--- src/common/fca_pkg.sv ---
// Notes on behaviour
// - Down-slope: average off-time samples after blanking.
// - Up-slope: average on-time samples after blanking.
// - Low average sets undercurrent status, same response.
// - Out-of-span threshold writes are refused, value kept.
// - Threshold is signed linear-11 word, amperes.
// - Threshold starts at minus 0.8 times strap limit.
// - Config byte resets 01h, bits 7:3 reserved.
// - Config bit 2 turns gate bias regulator off.
// - Config bit 1 picks 1.8 V bus thresholds.
// - Config bit 0 picks lower PWM mid-drive level.
// - Live capture record refreshed every cycle.
// - Any fault copies live record into flash.
// - Capture read returns exactly thirty-two bytes.
// - Bytes 31:22 hold duty, frequency, three temperatures.
// - Bytes 21:16 hold six status byte copies.
// - Bytes 15:8 hold peak, current, voltages.
// - Bytes 7:0 all-faults, first-fault, uptime, flash status.
// - First-fault byte: bits 3..0 peak/avg OC, OV, UV.
// - All-faults bits 15..8 as listed.
// - All-faults bits 7..0 as listed.
// - Undercurrent pulls alert low until faults cleared.
package fca_pkg;
	// Command codes of the register group
	localparam logic [7:0] CMD_AVG_UC_THR = 8'hE8;
	localparam logic [7:0] CMD_ADV_CFG = 8'hE9;
	localparam logic [7:0] CMD_CAPTURE = 8'hEA;
	// Lengths in bytes
	localparam logic [5:0] LEN_AVG_UC_THR = 6'h02;
	localparam logic [5:0] LEN_ADV_CFG = 6'h01;
	localparam logic [5:0] LEN_CAPTURE = 6'h20;
	// Configuration byte layout and reset
	localparam logic [2:0] ADV_CFG_RESET = 3'h1;
	localparam int ADV_GATE_BIAS_OFF_BIT = 2;
	localparam int ADV_BUS_THR_BIT = 1;
	localparam int ADV_MIDDRIVE_BIT = 0;
	// Linear-11 layout
	localparam int LIN_EXP_MSB = 15;
	localparam int LIN_EXP_LSB = 11;
	localparam int LIN_MAN_MSB = 10;
	// Current fixed point: 1/16 A per count
	localparam int FIX_FRAC = 4;
	localparam logic signed [31:0] THR_MIN_FIX = -32'sd1600; // -100 A
	localparam logic signed [31:0] THR_MAX_FIX = 32'sd0; // 0 A
	// All-faults bit positions
	localparam int AF_PEAK_OC = 10;
	localparam int AF_OUTPUT_OVERVOLTAGE_FLAG = 6;
	localparam int AF_INPUT_UNDERVOLTAGE_FLAG = 2;
	localparam int AF_AVG_OC = 1;
	localparam int AF_AVG_UC = 0;
	// First-fault bit positions
	localparam int FF_PEAK_OC = 3;
	localparam int FF_AVG_OC = 2;
	localparam int FF_OUTPUT_OVERVOLTAGE_FLAG = 1;
	localparam int FF_INPUT_UNDERVOLTAGE_FLAG = 0;
	// Timing
	localparam int CLK_PERIOD_NS = 4;
	localparam int CS_BLANK_NS = 40;
	localparam int BLANK_CYC = (CS_BLANK_NS + CLK_PERIOD_NS - 1) / CLK_PERIOD_NS;

	typedef struct packed {
		logic valid;
		logic write;
		logic [7:0] code;
		logic [4:0] byte_idx;
		logic [15:0] wdata;
	} fca_req_type;

	typedef struct packed {
		logic valid;
		logic err;
		logic [5:0] len;
		logic [15:0] data;
	} fca_rsp_type;

	typedef struct packed {
		logic [15:0] duty;
		logic [15:0] freq;
		logic [15:0] temp_ext2;
		logic [15:0] temp_ext1;
		logic [15:0] temp_int;
		logic [7:0] st_mfr;
		logic [7:0] st_cml;
		logic [7:0] st_temp;
		logic [7:0] st_input;
		logic [7:0] st_iout;
		logic [7:0] st_vout;
		logic [15:0] iout_peak;
		logic [15:0] iout;
		logic [15:0] vout;
		logic [15:0] vin;
		logic [7:0] flash_status;
	} fca_telem_type;
endpackage

--- src/verilog/fca_top.sv ---
`timescale 1ns/10ps
`default_nettype none
module fca_top #(
	parameter int SAMPLE_W = 16,
	parameter int CNT_W = 12
) (
	input wire logic clk,
	input wire logic arst_n,
	input wire fca_pkg::fca_req_type req,
	output fca_pkg::fca_rsp_type rsp,
	input wire logic [15:0] strap_oc_limit,
	input wire logic sense_up_slope,
	input wire logic pwm_on,
	input wire logic sample_valid,
	input wire logic signed [SAMPLE_W-1:0] sample,
	input wire logic inst_uc_event,
	input wire logic [15:0] fault_events,
	input wire logic clear_faults,
	input wire logic read_flash_copy,
	input wire logic uptime_tick,
	input wire fca_pkg::fca_telem_type telem,
	output logic uc_fault_response,
	output logic alert_line_output_n,
	output logic flash_commit,
	output logic gate_bias_regulator_off,
	output logic bus_threshold_select,
	output logic pwm_middrive_level_select
);
	import fca_pkg::*;

	// Elaboration check: wider samples or counts would overflow the 48-bit product
	if (SAMPLE_W < 8 || SAMPLE_W > 24 || CNT_W < 4 || CNT_W > 16) begin
		$error("fca_top: unsupported SAMPLE_W or CNT_W");
	end

	// Linear-11 word to signed fixed point, 1/16 A per count
	function automatic logic signed [31:0] lin11_to_fix(input logic [15:0] w);
		logic signed [4:0] n;
		logic signed [31:0] v;
		n = signed'(w[LIN_EXP_MSB:LIN_EXP_LSB]);
		v = 32'(signed'(w[LIN_MAN_MSB:0])) <<< FIX_FRAC;
		if (n >= 0) begin
			v = v <<< n;
		end else begin
			v = v >>> (-n);
		end
		return v;
	endfunction

	// Default threshold: mantissa scaled by -4/5, same exponent
	function automatic logic [15:0] default_thr(input logic [15:0] oc);
		logic signed [15:0] y;
		logic signed [15:0] m;
		y = 16'(signed'(oc[LIN_MAN_MSB:0]));
		m = -((y * 16'sd4) / 16'sd5);
		return {oc[LIN_EXP_MSB:LIN_EXP_LSB], m[LIN_MAN_MSB:0]};
	endfunction

	// Live record assembly, byte 0 in the low bits
	function automatic logic [255:0] build_record(input fca_telem_type t, input logic [15:0] af,
		input logic [7:0] ff, input logic [31:0] up);
		return {t.duty, t.freq, t.temp_ext2, t.temp_ext1, t.temp_int,
			t.st_mfr, t.st_cml, t.st_temp, t.st_input, t.st_iout, t.st_vout,
			t.iout_peak, t.iout, t.vout, t.vin,
			af, ff, up, t.flash_status};
	endfunction

	logic [15:0] thr_word_ff;
	logic signed [31:0] thr_fix_ff;
	logic init_done_ff;
	logic [2:0] adv_cfg_ff;
	logic in_interval;
	logic in_interval_ff;
	logic [CNT_W-1:0] blank_cnt_ff;
	logic [CNT_W-1:0] nsamp_ff;
	logic signed [SAMPLE_W+CNT_W-1:0] sum_ff;
	logic signed [47:0] avg_scaled;
	logic avg_uc_event;
	logic uc_event;
	logic uc_status_ff;
	logic [15:0] all_faults_ff;
	logic [15:0] nxt_all_faults;
	logic [7:0] first_fault_ff;
	logic [7:0] nxt_first_fault;
	logic first_taken_ff;
	logic [31:0] uptime_ff;
	logic [255:0] live_rec_ff;
	logic [255:0] flash_rec_ff;
	logic [255:0] rd_rec;
	logic signed [31:0] wr_fix;
	logic wr_thr_ok;
	logic wr_positive;

	// Averaging window: on-time for up-slope, off-time for down-slope
	assign in_interval = sense_up_slope ? pwm_on : ~pwm_on;

	// Blanking counter restarts at each window start, sums samples past it
	// The entry edge and the BLANK_CYC edges after it drop their samples
	always_ff @(posedge clk or negedge arst_n) begin
		if (!arst_n) begin
			in_interval_ff <= 1'b0;
			blank_cnt_ff <= '0;
			nsamp_ff <= '0;
			sum_ff <= '0;
		end else begin
			in_interval_ff <= in_interval;
			if (in_interval && !in_interval_ff) begin
				blank_cnt_ff <= '0;
				nsamp_ff <= '0;
				sum_ff <= '0;
			end else if (in_interval) begin
				if (blank_cnt_ff < CNT_W'(BLANK_CYC)) begin
					blank_cnt_ff <= blank_cnt_ff + 1'b1;
				end else if (sample_valid && nsamp_ff != '1) begin
					nsamp_ff <= nsamp_ff + 1'b1;
					sum_ff <= sum_ff + (SAMPLE_W+CNT_W)'(sample);
				end
			end
		end
	end

	// Average below threshold: sum < threshold * count, no divider needed
	assign avg_scaled = 48'(thr_fix_ff) * $signed({1'b0, nsamp_ff});
	assign avg_uc_event = in_interval_ff && !in_interval && nsamp_ff != '0 &&
		48'(sum_ff) < avg_scaled;

	assign uc_event = avg_uc_event | inst_uc_event;

	// Write decode of threshold value and span check
	assign wr_fix = lin11_to_fix(req.wdata);
	// Any positive mantissa lies above 0 A, even one that rounds to zero counts
	assign wr_positive = !req.wdata[LIN_MAN_MSB] && req.wdata[LIN_MAN_MSB-1:0] != '0;
	assign wr_thr_ok = !wr_positive && wr_fix >= THR_MIN_FIX && wr_fix <= THR_MAX_FIX;

	// Threshold register, loaded from strap once after reset release
	// A write on that load edge is dropped, so hosts start one edge later
	always_ff @(posedge clk or negedge arst_n) begin
		if (!arst_n) begin
			thr_word_ff <= 16'h0000;
			thr_fix_ff <= '0;
			init_done_ff <= 1'b0;
		end else if (!init_done_ff) begin
			init_done_ff <= 1'b1;
			thr_word_ff <= default_thr(strap_oc_limit);
			thr_fix_ff <= lin11_to_fix(default_thr(strap_oc_limit));
		end else if (req.valid && req.write && req.code == CMD_AVG_UC_THR && wr_thr_ok) begin
			thr_word_ff <= req.wdata;
			thr_fix_ff <= wr_fix;
		end
	end

	// Configuration byte and its control outputs
	always_ff @(posedge clk or negedge arst_n) begin
		if (!arst_n) begin
			adv_cfg_ff <= ADV_CFG_RESET;
		end else if (req.valid && req.write && req.code == CMD_ADV_CFG) begin
			adv_cfg_ff <= req.wdata[2:0];
		end
	end

	always_ff @(posedge clk or negedge arst_n) begin
		if (!arst_n) begin
			gate_bias_regulator_off <= ADV_CFG_RESET[ADV_GATE_BIAS_OFF_BIT];
			bus_threshold_select <= ADV_CFG_RESET[ADV_BUS_THR_BIT];
			pwm_middrive_level_select <= ADV_CFG_RESET[ADV_MIDDRIVE_BIT];
		end else begin
			gate_bias_regulator_off <= adv_cfg_ff[ADV_GATE_BIAS_OFF_BIT];
			bus_threshold_select <= adv_cfg_ff[ADV_BUS_THR_BIT];
			pwm_middrive_level_select <= adv_cfg_ff[ADV_MIDDRIVE_BIT];
		end
	end

	// Undercurrent status: set wins over clear, alert low while set
	always_ff @(posedge clk or negedge arst_n) begin
		if (!arst_n) begin
			uc_status_ff <= 1'b0;
			alert_line_output_n <= 1'b1;
			uc_fault_response <= 1'b0;
		end else begin
			if (uc_event) begin
				uc_status_ff <= 1'b1;
			end else if (clear_faults) begin
				uc_status_ff <= 1'b0;
			end
			alert_line_output_n <= ~(uc_event | (uc_status_ff & ~clear_faults));
			uc_fault_response <= uc_event;
		end
	end

	// Fault bitfields: all faults accumulate, first fault latches once
	always_comb begin
		nxt_all_faults = all_faults_ff | fault_events;
		nxt_all_faults[AF_AVG_UC] = nxt_all_faults[AF_AVG_UC] | avg_uc_event;
		nxt_first_fault = first_fault_ff;
		if (!first_taken_ff) begin
			if (fault_events[AF_PEAK_OC]) begin
				nxt_first_fault = 8'h01 << FF_PEAK_OC;
			end else if (fault_events[AF_AVG_OC]) begin
				nxt_first_fault = 8'h01 << FF_AVG_OC;
			end else if (fault_events[AF_OUTPUT_OVERVOLTAGE_FLAG]) begin
				nxt_first_fault = 8'h01 << FF_OUTPUT_OVERVOLTAGE_FLAG;
			end else if (fault_events[AF_INPUT_UNDERVOLTAGE_FLAG]) begin
				nxt_first_fault = 8'h01 << FF_INPUT_UNDERVOLTAGE_FLAG;
			end
		end
	end

	always_ff @(posedge clk or negedge arst_n) begin
		if (!arst_n) begin
			all_faults_ff <= 16'h0000;
			first_fault_ff <= 8'h00;
			first_taken_ff <= 1'b0;
		end else if (clear_faults && fault_events == 16'h0000 && !avg_uc_event) begin
			all_faults_ff <= 16'h0000;
			first_fault_ff <= 8'h00;
			first_taken_ff <= 1'b0;
		end else begin
			all_faults_ff <= nxt_all_faults;
			first_fault_ff <= nxt_first_fault;
			if (nxt_first_fault != 8'h00) begin
				first_taken_ff <= 1'b1;
			end
		end
	end

	// Uptime counter
	always_ff @(posedge clk or negedge arst_n) begin
		if (!arst_n) begin
			uptime_ff <= 32'h00000000;
		end else if (uptime_tick) begin
			uptime_ff <= uptime_ff + 32'h00000001;
		end
	end

	// Live record refreshed every cycle; flash copy taken on any fault
	always_ff @(posedge clk or negedge arst_n) begin
		if (!arst_n) begin
			live_rec_ff <= '0;
			flash_rec_ff <= '0;
			flash_commit <= 1'b0;
		end else begin
			live_rec_ff <= build_record(telem, all_faults_ff, first_fault_ff, uptime_ff);
			flash_commit <= (fault_events != 16'h0000) | uc_event;
			if ((fault_events != 16'h0000) | uc_event) begin
				flash_rec_ff <= live_rec_ff;
			end
		end
	end

	// Host picks the stored copy via capture control before reading
	assign rd_rec = read_flash_copy ? flash_rec_ff : live_rec_ff;

	// Command answers, one cycle after the request
	always_ff @(posedge clk or negedge arst_n) begin
		if (!arst_n) begin
			rsp <= '0;
		end else begin
			rsp.valid <= req.valid;
			rsp.err <= 1'b0;
			rsp.len <= 6'h00;
			rsp.data <= 16'h0000;
			if (req.valid) begin
				unique case (req.code)
					CMD_AVG_UC_THR: begin
						rsp.len <= LEN_AVG_UC_THR;
						rsp.data <= thr_word_ff;
						rsp.err <= req.write && !wr_thr_ok;
					end
					CMD_ADV_CFG: begin
						rsp.len <= LEN_ADV_CFG;
						rsp.data <= {13'h0000, adv_cfg_ff};
					end
					CMD_CAPTURE: begin
						rsp.len <= LEN_CAPTURE;
						rsp.data <= {8'h00, rd_rec[{req.byte_idx, 3'h0} +: 8]};
						rsp.err <= req.write;
					end
					default: begin
						rsp.err <= 1'b1;
					end
				endcase
			end
		end
	end
endmodule
`default_nettype wire

--- config.mk ---
export PLATFORM = sky130hd
export DESIGN_NAME = fca_top
export DESIGN_NICKNAME = d
export VERILOG_FILES = /design/src/common/fca_pkg.sv /design/src/verilog/fca_top.sv
export SDC_FILE = /design/constraint.sdc
export NUM_CORES = 2
export LEC_CHECK = 0
export BUFFER_PORTS_ARGS = -buffer_cell sky130_fd_sc_hd__buf_2
export CORE_MARGIN = 8
export CORE_UTILIZATION = 49
export CTS_CLUSTER_SIZE = 24
export DETAILED_ROUTE_END_ITERATION = 6
export PLACE_DENSITY = 0.72
export SYNTH_ARGS = -nofsm -noshare
export SYNTH_HDL_FRONTEND = slang
export SYNTH_SLANG_ARGS = --single-unit
--- constraint.sdc ---
create_clock -name clk -period 8.9 [get_ports clk]
set_input_delay 1.335 -clock clk [delete_from_list [all_inputs] [get_ports clk]]
set_output_delay 1.335 -clock clk [all_outputs]
set_load 0.02 [all_outputs]
======== Word level (Yosys, flattened, before mapping) ========
Cells that the tools add are included.
operators by class
  divide/modulo/power cells ............... 1
  shifts and indexed selects .............. 5
  $lt $le $gt $ge ......................... 6
  mux-type cells .......................... 33
  equal/unequal tests ..................... 6
  bitwise gates (word level) .............. 9
  reductions and logical operators ........ 33
  add/subtract/negate cells ............... 7
  multiply operators ...................... 1
operators with widths
  kind                                                                                   number
  256-bit two-way mux                                                                    1
  256-bit by 9-bit indexed part select with 8-bit output                                 1
  32-bit two-way mux                                                                     4
  28-bit two-way mux                                                                     4
  12-bit two-way mux                                                                     7
  22-bit one-hot mux with 3 select lines                                                 1
  15-bit by 5-bit <<< shifter with 32-bit output                                         2
  15-bit by 5-bit >>> shifter with 32-bit output                                         2
  16-bit two-way mux                                                                     3
  8-bit two-way mux                                                                      6
  28-bit by 45-bit < comparator with 1-bit output                                        1
  32-bit by 13-bit multiplier with 45-bit output                                         1
  32-bit by 1-bit adder with 32-bit output, second input constant                        1
  32-bit by 12-bit greater-or-equal comparator with 1-bit output, second input constant  1
  32-bit by 1-bit <= comparator with 1-bit output, second input constant                 1
  28-bit by 16-bit adder with 28-bit output                                              1
  12-bit by 1-bit adder with 12-bit output, second input constant                        2
  8-bit == test, second input constant                                                   3
  23-bit two-way mux                                                                     1
  16-bit by 4-bit divider with 16-bit output, second input constant                      1
  16-bit logical NOT                                                                     1
  16-bit OR                                                                              1
  16-bit nonzero test                                                                    1
  1-bit logical AND                                                                      15
  other kinds (19)                                                                       39
word-level totals
  register bits ........................... 705
  bits in writable memories ............... 0
  memories kept ........................... 0
  output and inout bits ................... 30
  ROM bits ................................ 0
  input port bits ......................... 288
  latch bits .............................. 0

======== Logic depth before layout (Yosys ltp) ========
  depth after elaboration ................. 10
  depth in mapped cells ................... 50

======== Least setup slack after synthesis ========
No wires, ideal clock.
  kind .................................... input to register
  start ................................... in strap_oc_limit[0]
  end ..................................... reg thr_fix_ff[3]
  arrival time ............................ 10.418 ns
  path slack .............................. -1.640 ns
  library setup time ...................... 0.122 ns
  stages .................................. 43
  required time ........................... 8.778 ns
  buffers on the path ..................... 3
  cells stage by stage .................... buf_2 > inv_1 > ha_1 > or3b_2 > o21ai_0 > a22o_1 > nand2_1 > o211ai_1 > nand3_1 > a31o_1 > nor3_1 > nor2_1 > a311o_1 > o21ai_1 > xnor2_1 > inv_1 > ha_1 > a31o_2 > [7 not listed] > a41oi_1 > nand3_1 > a32oi_1 > inv_1 > ha_1 > buf_1 > inv_1 > nand2_1 > o221a_2 > o211a_1 > nor4b_1 > a31o_2 > nor2_1 > clkbuf_1 > o41ai_2 > nor2_1 > or4b_1 > a32o_1
on the way
  word-level cells in the longest chain between the ends .. 5
RTL lines
  element                                                                                                                  line                          text
  from (decl)                                                                                                              fca_top.sv:11                 input wire logic [15:0] strap_oc_limit,
  16-bit by 4-bit divider with 16-bit output (*)                                                                           fca_top.sv:55                 m = -((y * 16'sd4) / 16'sd5);
  11-bit negation (*)                                                                                                      fca_top.sv:55
  15-bit by 5-bit >>> shifter with 32-bit output / 15-bit by 5-bit <<< shifter with 32-bit output (equally long branches)  fca_top.sv:45, fca_top.sv:43
  32-bit two-way mux (*)                                                                                                   fca_top.sv:42                 if (n >= 0) begin
  32-bit two-way mux (*)                                                                                                   fca_top.sv:142                end else if (!init_done_ff) begin
  to (signal assigned)                                                                                                     fca_top.sv:145                thr_fix_ff <= lin11_to_fix(default_thr(strap_oc_limit));
  to (signal assigned)                                                                                                     fca_top.sv:148                thr_fix_ff <= wr_fix;
  to (decl)                                                                                                                fca_top.sv:69                 logic signed [31:0] thr_fix_ff;
Every way passes the cells marked *; elsewhere a longest branch is shown, timed or not.
A chain may end at the register's enable or synchronous reset.

======== Worst setup path in the final report ========
  start ................................... reg thr_fix_ff[4]
  end ..................................... reg flash_rec_ff[213]
on the way
  word-level cells in the longest chain between the ends .. 5
RTL lines
  element                                          line            text
  32-bit by 13-bit multiplier with 45-bit output   fca_top.sv:123  assign avg_scaled = 48'(thr_fix_ff) * $signed({1'b0, nsamp_ff});
  28-bit by 45-bit < comparator with 1-bit output  fca_top.sv:125  48'(sum_ff) < avg_scaled;
  1-bit logical AND                                fca_top.sv:124  assign avg_uc_event = in_interval_ff && !in_interval && nsamp_ff != '0 &&
  1-bit OR                                         fca_top.sv:127  assign uc_event = avg_uc_event | inst_uc_event;
  net uc_event                                     fca_top.sv:79   logic uc_event;
  1-bit OR                                         fca_top.sv:244  if ((fault_events != 16'h0000) | uc_event) begin
  to (signal assigned)                             fca_top.sv:245  flash_rec_ff <= live_rec_ff;
  to (decl)                                        fca_top.sv:88   logic [255:0] flash_rec_ff;
The timed path passes the listed nets, and every way through them passes these cells.

==> results.sh <==
export IMPL_wire_per_inst_um=22.03
export IMPL_yosysWarnings=0
export IMPL_tritoncts_num_buffers=74
export IMPL_antenna_found_initial=36
export IMPL_path_buf_inv=15
export IMPL_skew_ns=0.03686
export IMPL_syn_avg_cell_area_um2=11.02
export IMPL_drv_cap=0
export IMPL_power_frac_clock=0.308
export IMPL_fin_cells=6438
export IMPL_drtIter0Drc=2783
export IMPL_synthCells=4394
export IMPL_violations="setup timing"
export IMPL_drt_wl_total_um=141800
export IMPL_cp_start_kind="register"
export IMPL_crit_fanout=9
export IMPL_ys_seq_area_frac=0.3628
export IMPL_cpMaxStageDelayCell="fa_1"
export IMPL_dp_cells=6160
export IMPL_start_util=0.4935
export IMPL_mappedNetlistArea_um2=48430
export IMPL_fmaxAchievable_ghz=0.1096
export IMPL_cp_required_ns=9.40
export IMPL_clockRootBuffer="clkbuf_16"
export IMPL_num_fill_cells=7581
export IMPL_min_path_type="register to register"
export IMPL_drive_above_1_share=0.3375
export IMPL_vias_per_cell=5.767
export IMPL_p_int_w=0.007050
export IMPL_ys_types=108
export IMPL_firstDrtPassIters=6
export IMPL_ir_worst_vdd_mv=0.2011
export IMPL_setup_viol=263
export IMPL_p_sw_frac=0.3262
export IMPL_route_detailed_drc=0
export IMPL_synth_ff_type="dfrtp_1"
export IMPL_cts_sinks=702
export IMPL_pin_count=318
export IMPL_synth_edf_count=0
export IMPL_mostFrequentLayoutCells="dfrtp_1 (689), buf_4 (459), inv_1 (400)"
export IMPL_nets=5884
export IMPL_p_sw_w=0.003414
export IMPL_ant_nets=0
export IMPL_tightestPinTransition_ns=1.129
export IMPL_ys_seq_elements=702
export IMPL_fp_row_count=115
export IMPL_cts_tree="done"
export IMPL_grt_pass1_wl_um=217400
export IMPL_die_w_um=330.4
export IMPL_crit_family="adder cells"
export IMPL_insertion_delay_ns=0.65
export IMPL_io_buffers=314
export IMPL_outcome="finished with violations"
export IMPL_die_y_um=330.4
export IMPL_timing_slew_headroom=0.2476
export IMPL_p_comb_frac=0.347
export IMPL_power_leakage_nw=26.87
export IMPL_critPathMaxStageDelay_ns=0.55
export IMPL_power_density_nw_per_um2=174.3
export IMPL_htree_levels=3
export IMPL_cts_buffer_depth=3
export IMPL_dieArea_um2=109100
export IMPL_core_um2=98130
export IMPL_pwr_share_seq=0.345
export IMPL_fin_crit_sh=1.025
export IMPL_holdWs_ns=0.3807
export IMPL_end_kind="register"
export IMPL_crit_arrival_ns=9.62
export IMPL_path_clk_slew_ns=0.06
export IMPL_synthArstFlopShare=1.000
export IMPL_areaGrowthSynthToFinish_pct=23.94
export IMPL_finalHoldViolations=0
export IMPL_globalRouteOverflowTotal=0
export IMPL_final_common_cell="dfrtp_1"
export IMPL_place_gp_congestion=0.9507
export IMPL_finalMaxSlewViolations=0
export IMPL_rsz0062_at_grt="yes"
export IMPL_grtUsageTotal=0.2523
export IMPL_path_class="register to register"
export IMPL_hpwlAfterDp_um=103600
export IMPL_finalWorstSetupSlack_ns=-0.2214
export IMPL_grt_pass1_vias=38870
export IMPL_grt_max_degree=161
export IMPL_num_vias=37125
export IMPL_reg2reg_slack_ns=-0.22
export IMPL_fin_crit_ns=9.121
[layout make-up]
class | count | area [um^2] | area share
antenna | 22 | 55.05 | 0.0009172
clock buffer | 104 | 2155 | 0.03590
clock inverter | 29 | 406.6 | 0.006775
inverter | 425 | 1605 | 0.02675
multi-input combinational | 3011 | 30000 | 0.4998
sequential | 702 | 17580 | 0.2930
tap | 1287 | 1610 | 0.02683
timing repair buffer | 858 | 6608 | 0.1101
[registers in the layout (all words and copies together) (netlist names), 3 cells and up]
register / cells
first_fault_ff: 8
uptime_ff: 32
rsp: 21
sum_ff: 28
thr_fix_ff: 32
thr_word_ff: 16
nsamp_ff: 12
live_rec_ff: 256
blank_cnt_ff: 12
all_faults_ff: 16
flash_rec_ff: 256
adv_cfg_ff: 3
[through the flow]
| step | cell area (um^2) | total power (W) | util | TNS, ns | setup WS, ns |
|---|---|---|---|---|---|
| 2_1_floorplan | 49000 | 0.005307 | - | -12.75 | -0.6807 |
| 6_report | 60020 | 0.01046 | 0.6116 | -38.11 | -0.2214 |
| 5_1_grt | 60000 | 0.01089 | 0.6115 | -138.63 | -0.5806 |
| 3_3_place_gp | 54490 | 0.006792 | 0.5553 | -203.90 | -1.073 |
| 4_1_cts | 58460 | 0.01014 | 0.5957 | -0.05123 | -0.05123 |
| 3_5_place_dp | 54490 | 0.006839 | 0.5553 | -238.85 | -1.130 |
[path summary, 6_finish.rpt]
path | startpoint | to | depth (start not counted)
max | thr_fix_ff[4]$_DFFE_PN0P_ | flash_rec_ff[213]$_DFFE_PN0P_ | 50
min | all_faults_ff[15]$_DFF_PN0_ | live_rec_ff[63]$_DFF_PN0_ | 0
max reg2reg | thr_fix_ff[4]$_DFFE_PN0P_ | flash_rec_ff[213]$_DFFE_PN0P_ | 50
min reg2reg | all_faults_ff[15]$_DFF_PN0_ | live_rec_ff[63]$_DFF_PN0_ | 0
max in group asynchronous | arst_n | thr_word_ff[10]$_DFFE_PN0P_ | 3
min in group asynchronous | arst_n | live_rec_ff[175]$_DFF_PN0_ | 1
[power groups by stage]
stage | combinational, W | sequential (W) | clock, W
3_3_place_gp | 0.00316 | 0.00363 | 0
6_report | 0.00363 | 0.00361 | 0.00323
3_5_place_dp | 0.00319 | 0.00365 | 0
2_1_floorplan | 0.00176 | 0.00354 | 0
4_1_cts | 0.00327 | 0.00359 | 0.00328
5_1_grt | 0.00386 | 0.00362 | 0.00340
[cells by family after synthesis]
logic type | share of synthesized area
other cells | 0.0001551
simple gates | 0.1200
flops | 0.3628
fa+ha+maj | 0.1882
xor+xnor | 0.02589
buf+inv | 0.05385
mux | 0.1557
compound gates | 0.09348
[cells in the mapped netlist, types with 8 or more instances]
cell / instances / area (um^2)
inv_1: 421 / 1580
and3_1: 23 / 143.9
fa_1: 339 / 6787
or2_2: 8 / 50.05
a311oi_1: 12 / 105.1
o22ai_1: 14 / 87.58
o21ai_0: 125 / 625.6
nor2b_1: 24 / 150.1
nand4_1: 39 / 244.0
buf_2: 8 / 40.04
nand2b_1: 40 / 250.2
o2111ai_1: 8 / 70.07
dfrtp_1: 699 / 17490
mux2i_1: 41 / 410.4
a21boi_0: 12 / 90.09
nor4_1: 23 / 143.9
mux2_2: 271 / 3052
o211ai_1: 34 / 255.2
or3_1: 21 / 131.4
buf_1: 26 / 97.59
mux4_2: 181 / 4076
nor3_1: 57 / 285.3
o31a_1: 9 / 78.83
o31ai_1: 24 / 180.2
ha_1: 185 / 2315
a22oi_1: 14 / 105.1
nand3_1: 72 / 360.4
clkbuf_1: 218 / 818.3
a211oi_1: 31 / 232.7
and2_1: 225 / 1408
xor2_1: 44 / 385.4
o21a_1: 12 / 90.09
a2111oi_0: 10 / 87.58
a21o_1: 24 / 180.2
a31oi_1: 33 / 206.5
nand2_1: 387 / 1453
a21oi_1: 181 / 905.9
xnor2_1: 91 / 797.0
nor2_1: 218 / 818.3
[layer usage]
layer  track usage  share of wire  vias up
met5             0        0.00073        -
met3       0.05764          0.070      322
met2        0.4236           0.49     1259
met4       0.08694          0.037       16
li1              -              -    16561
met1        0.3223           0.40    18967
[repair_timing]
item | CTS | global route
resized for setup | 174 | 185
gates cloned | 10 | 14
pin swaps | 110 | 129
setup buffers | 58 | 52
setup endpoints to repair | 314 | 314
hold buffers | 0 | 0
[worst register-to-register path, delay by kind of cell, from the launching register on]
| family | cells | cell delay (ns) |
|---|---|---|
| DFF | 1 | 0.42 |
| adders and majority gates | 7 | 2.90 |
| buffers and inverters | 15 | 1.71 |
| AOI/OAI and AO/OA | 20 | 2.88 |
| xor gates and xnor gates | 1 | 0.13 |
| muxes | 1 | 0.33 |
| and+or+nand+nor | 6 | 0.60 |
Power figures use the tool's default switching activity.
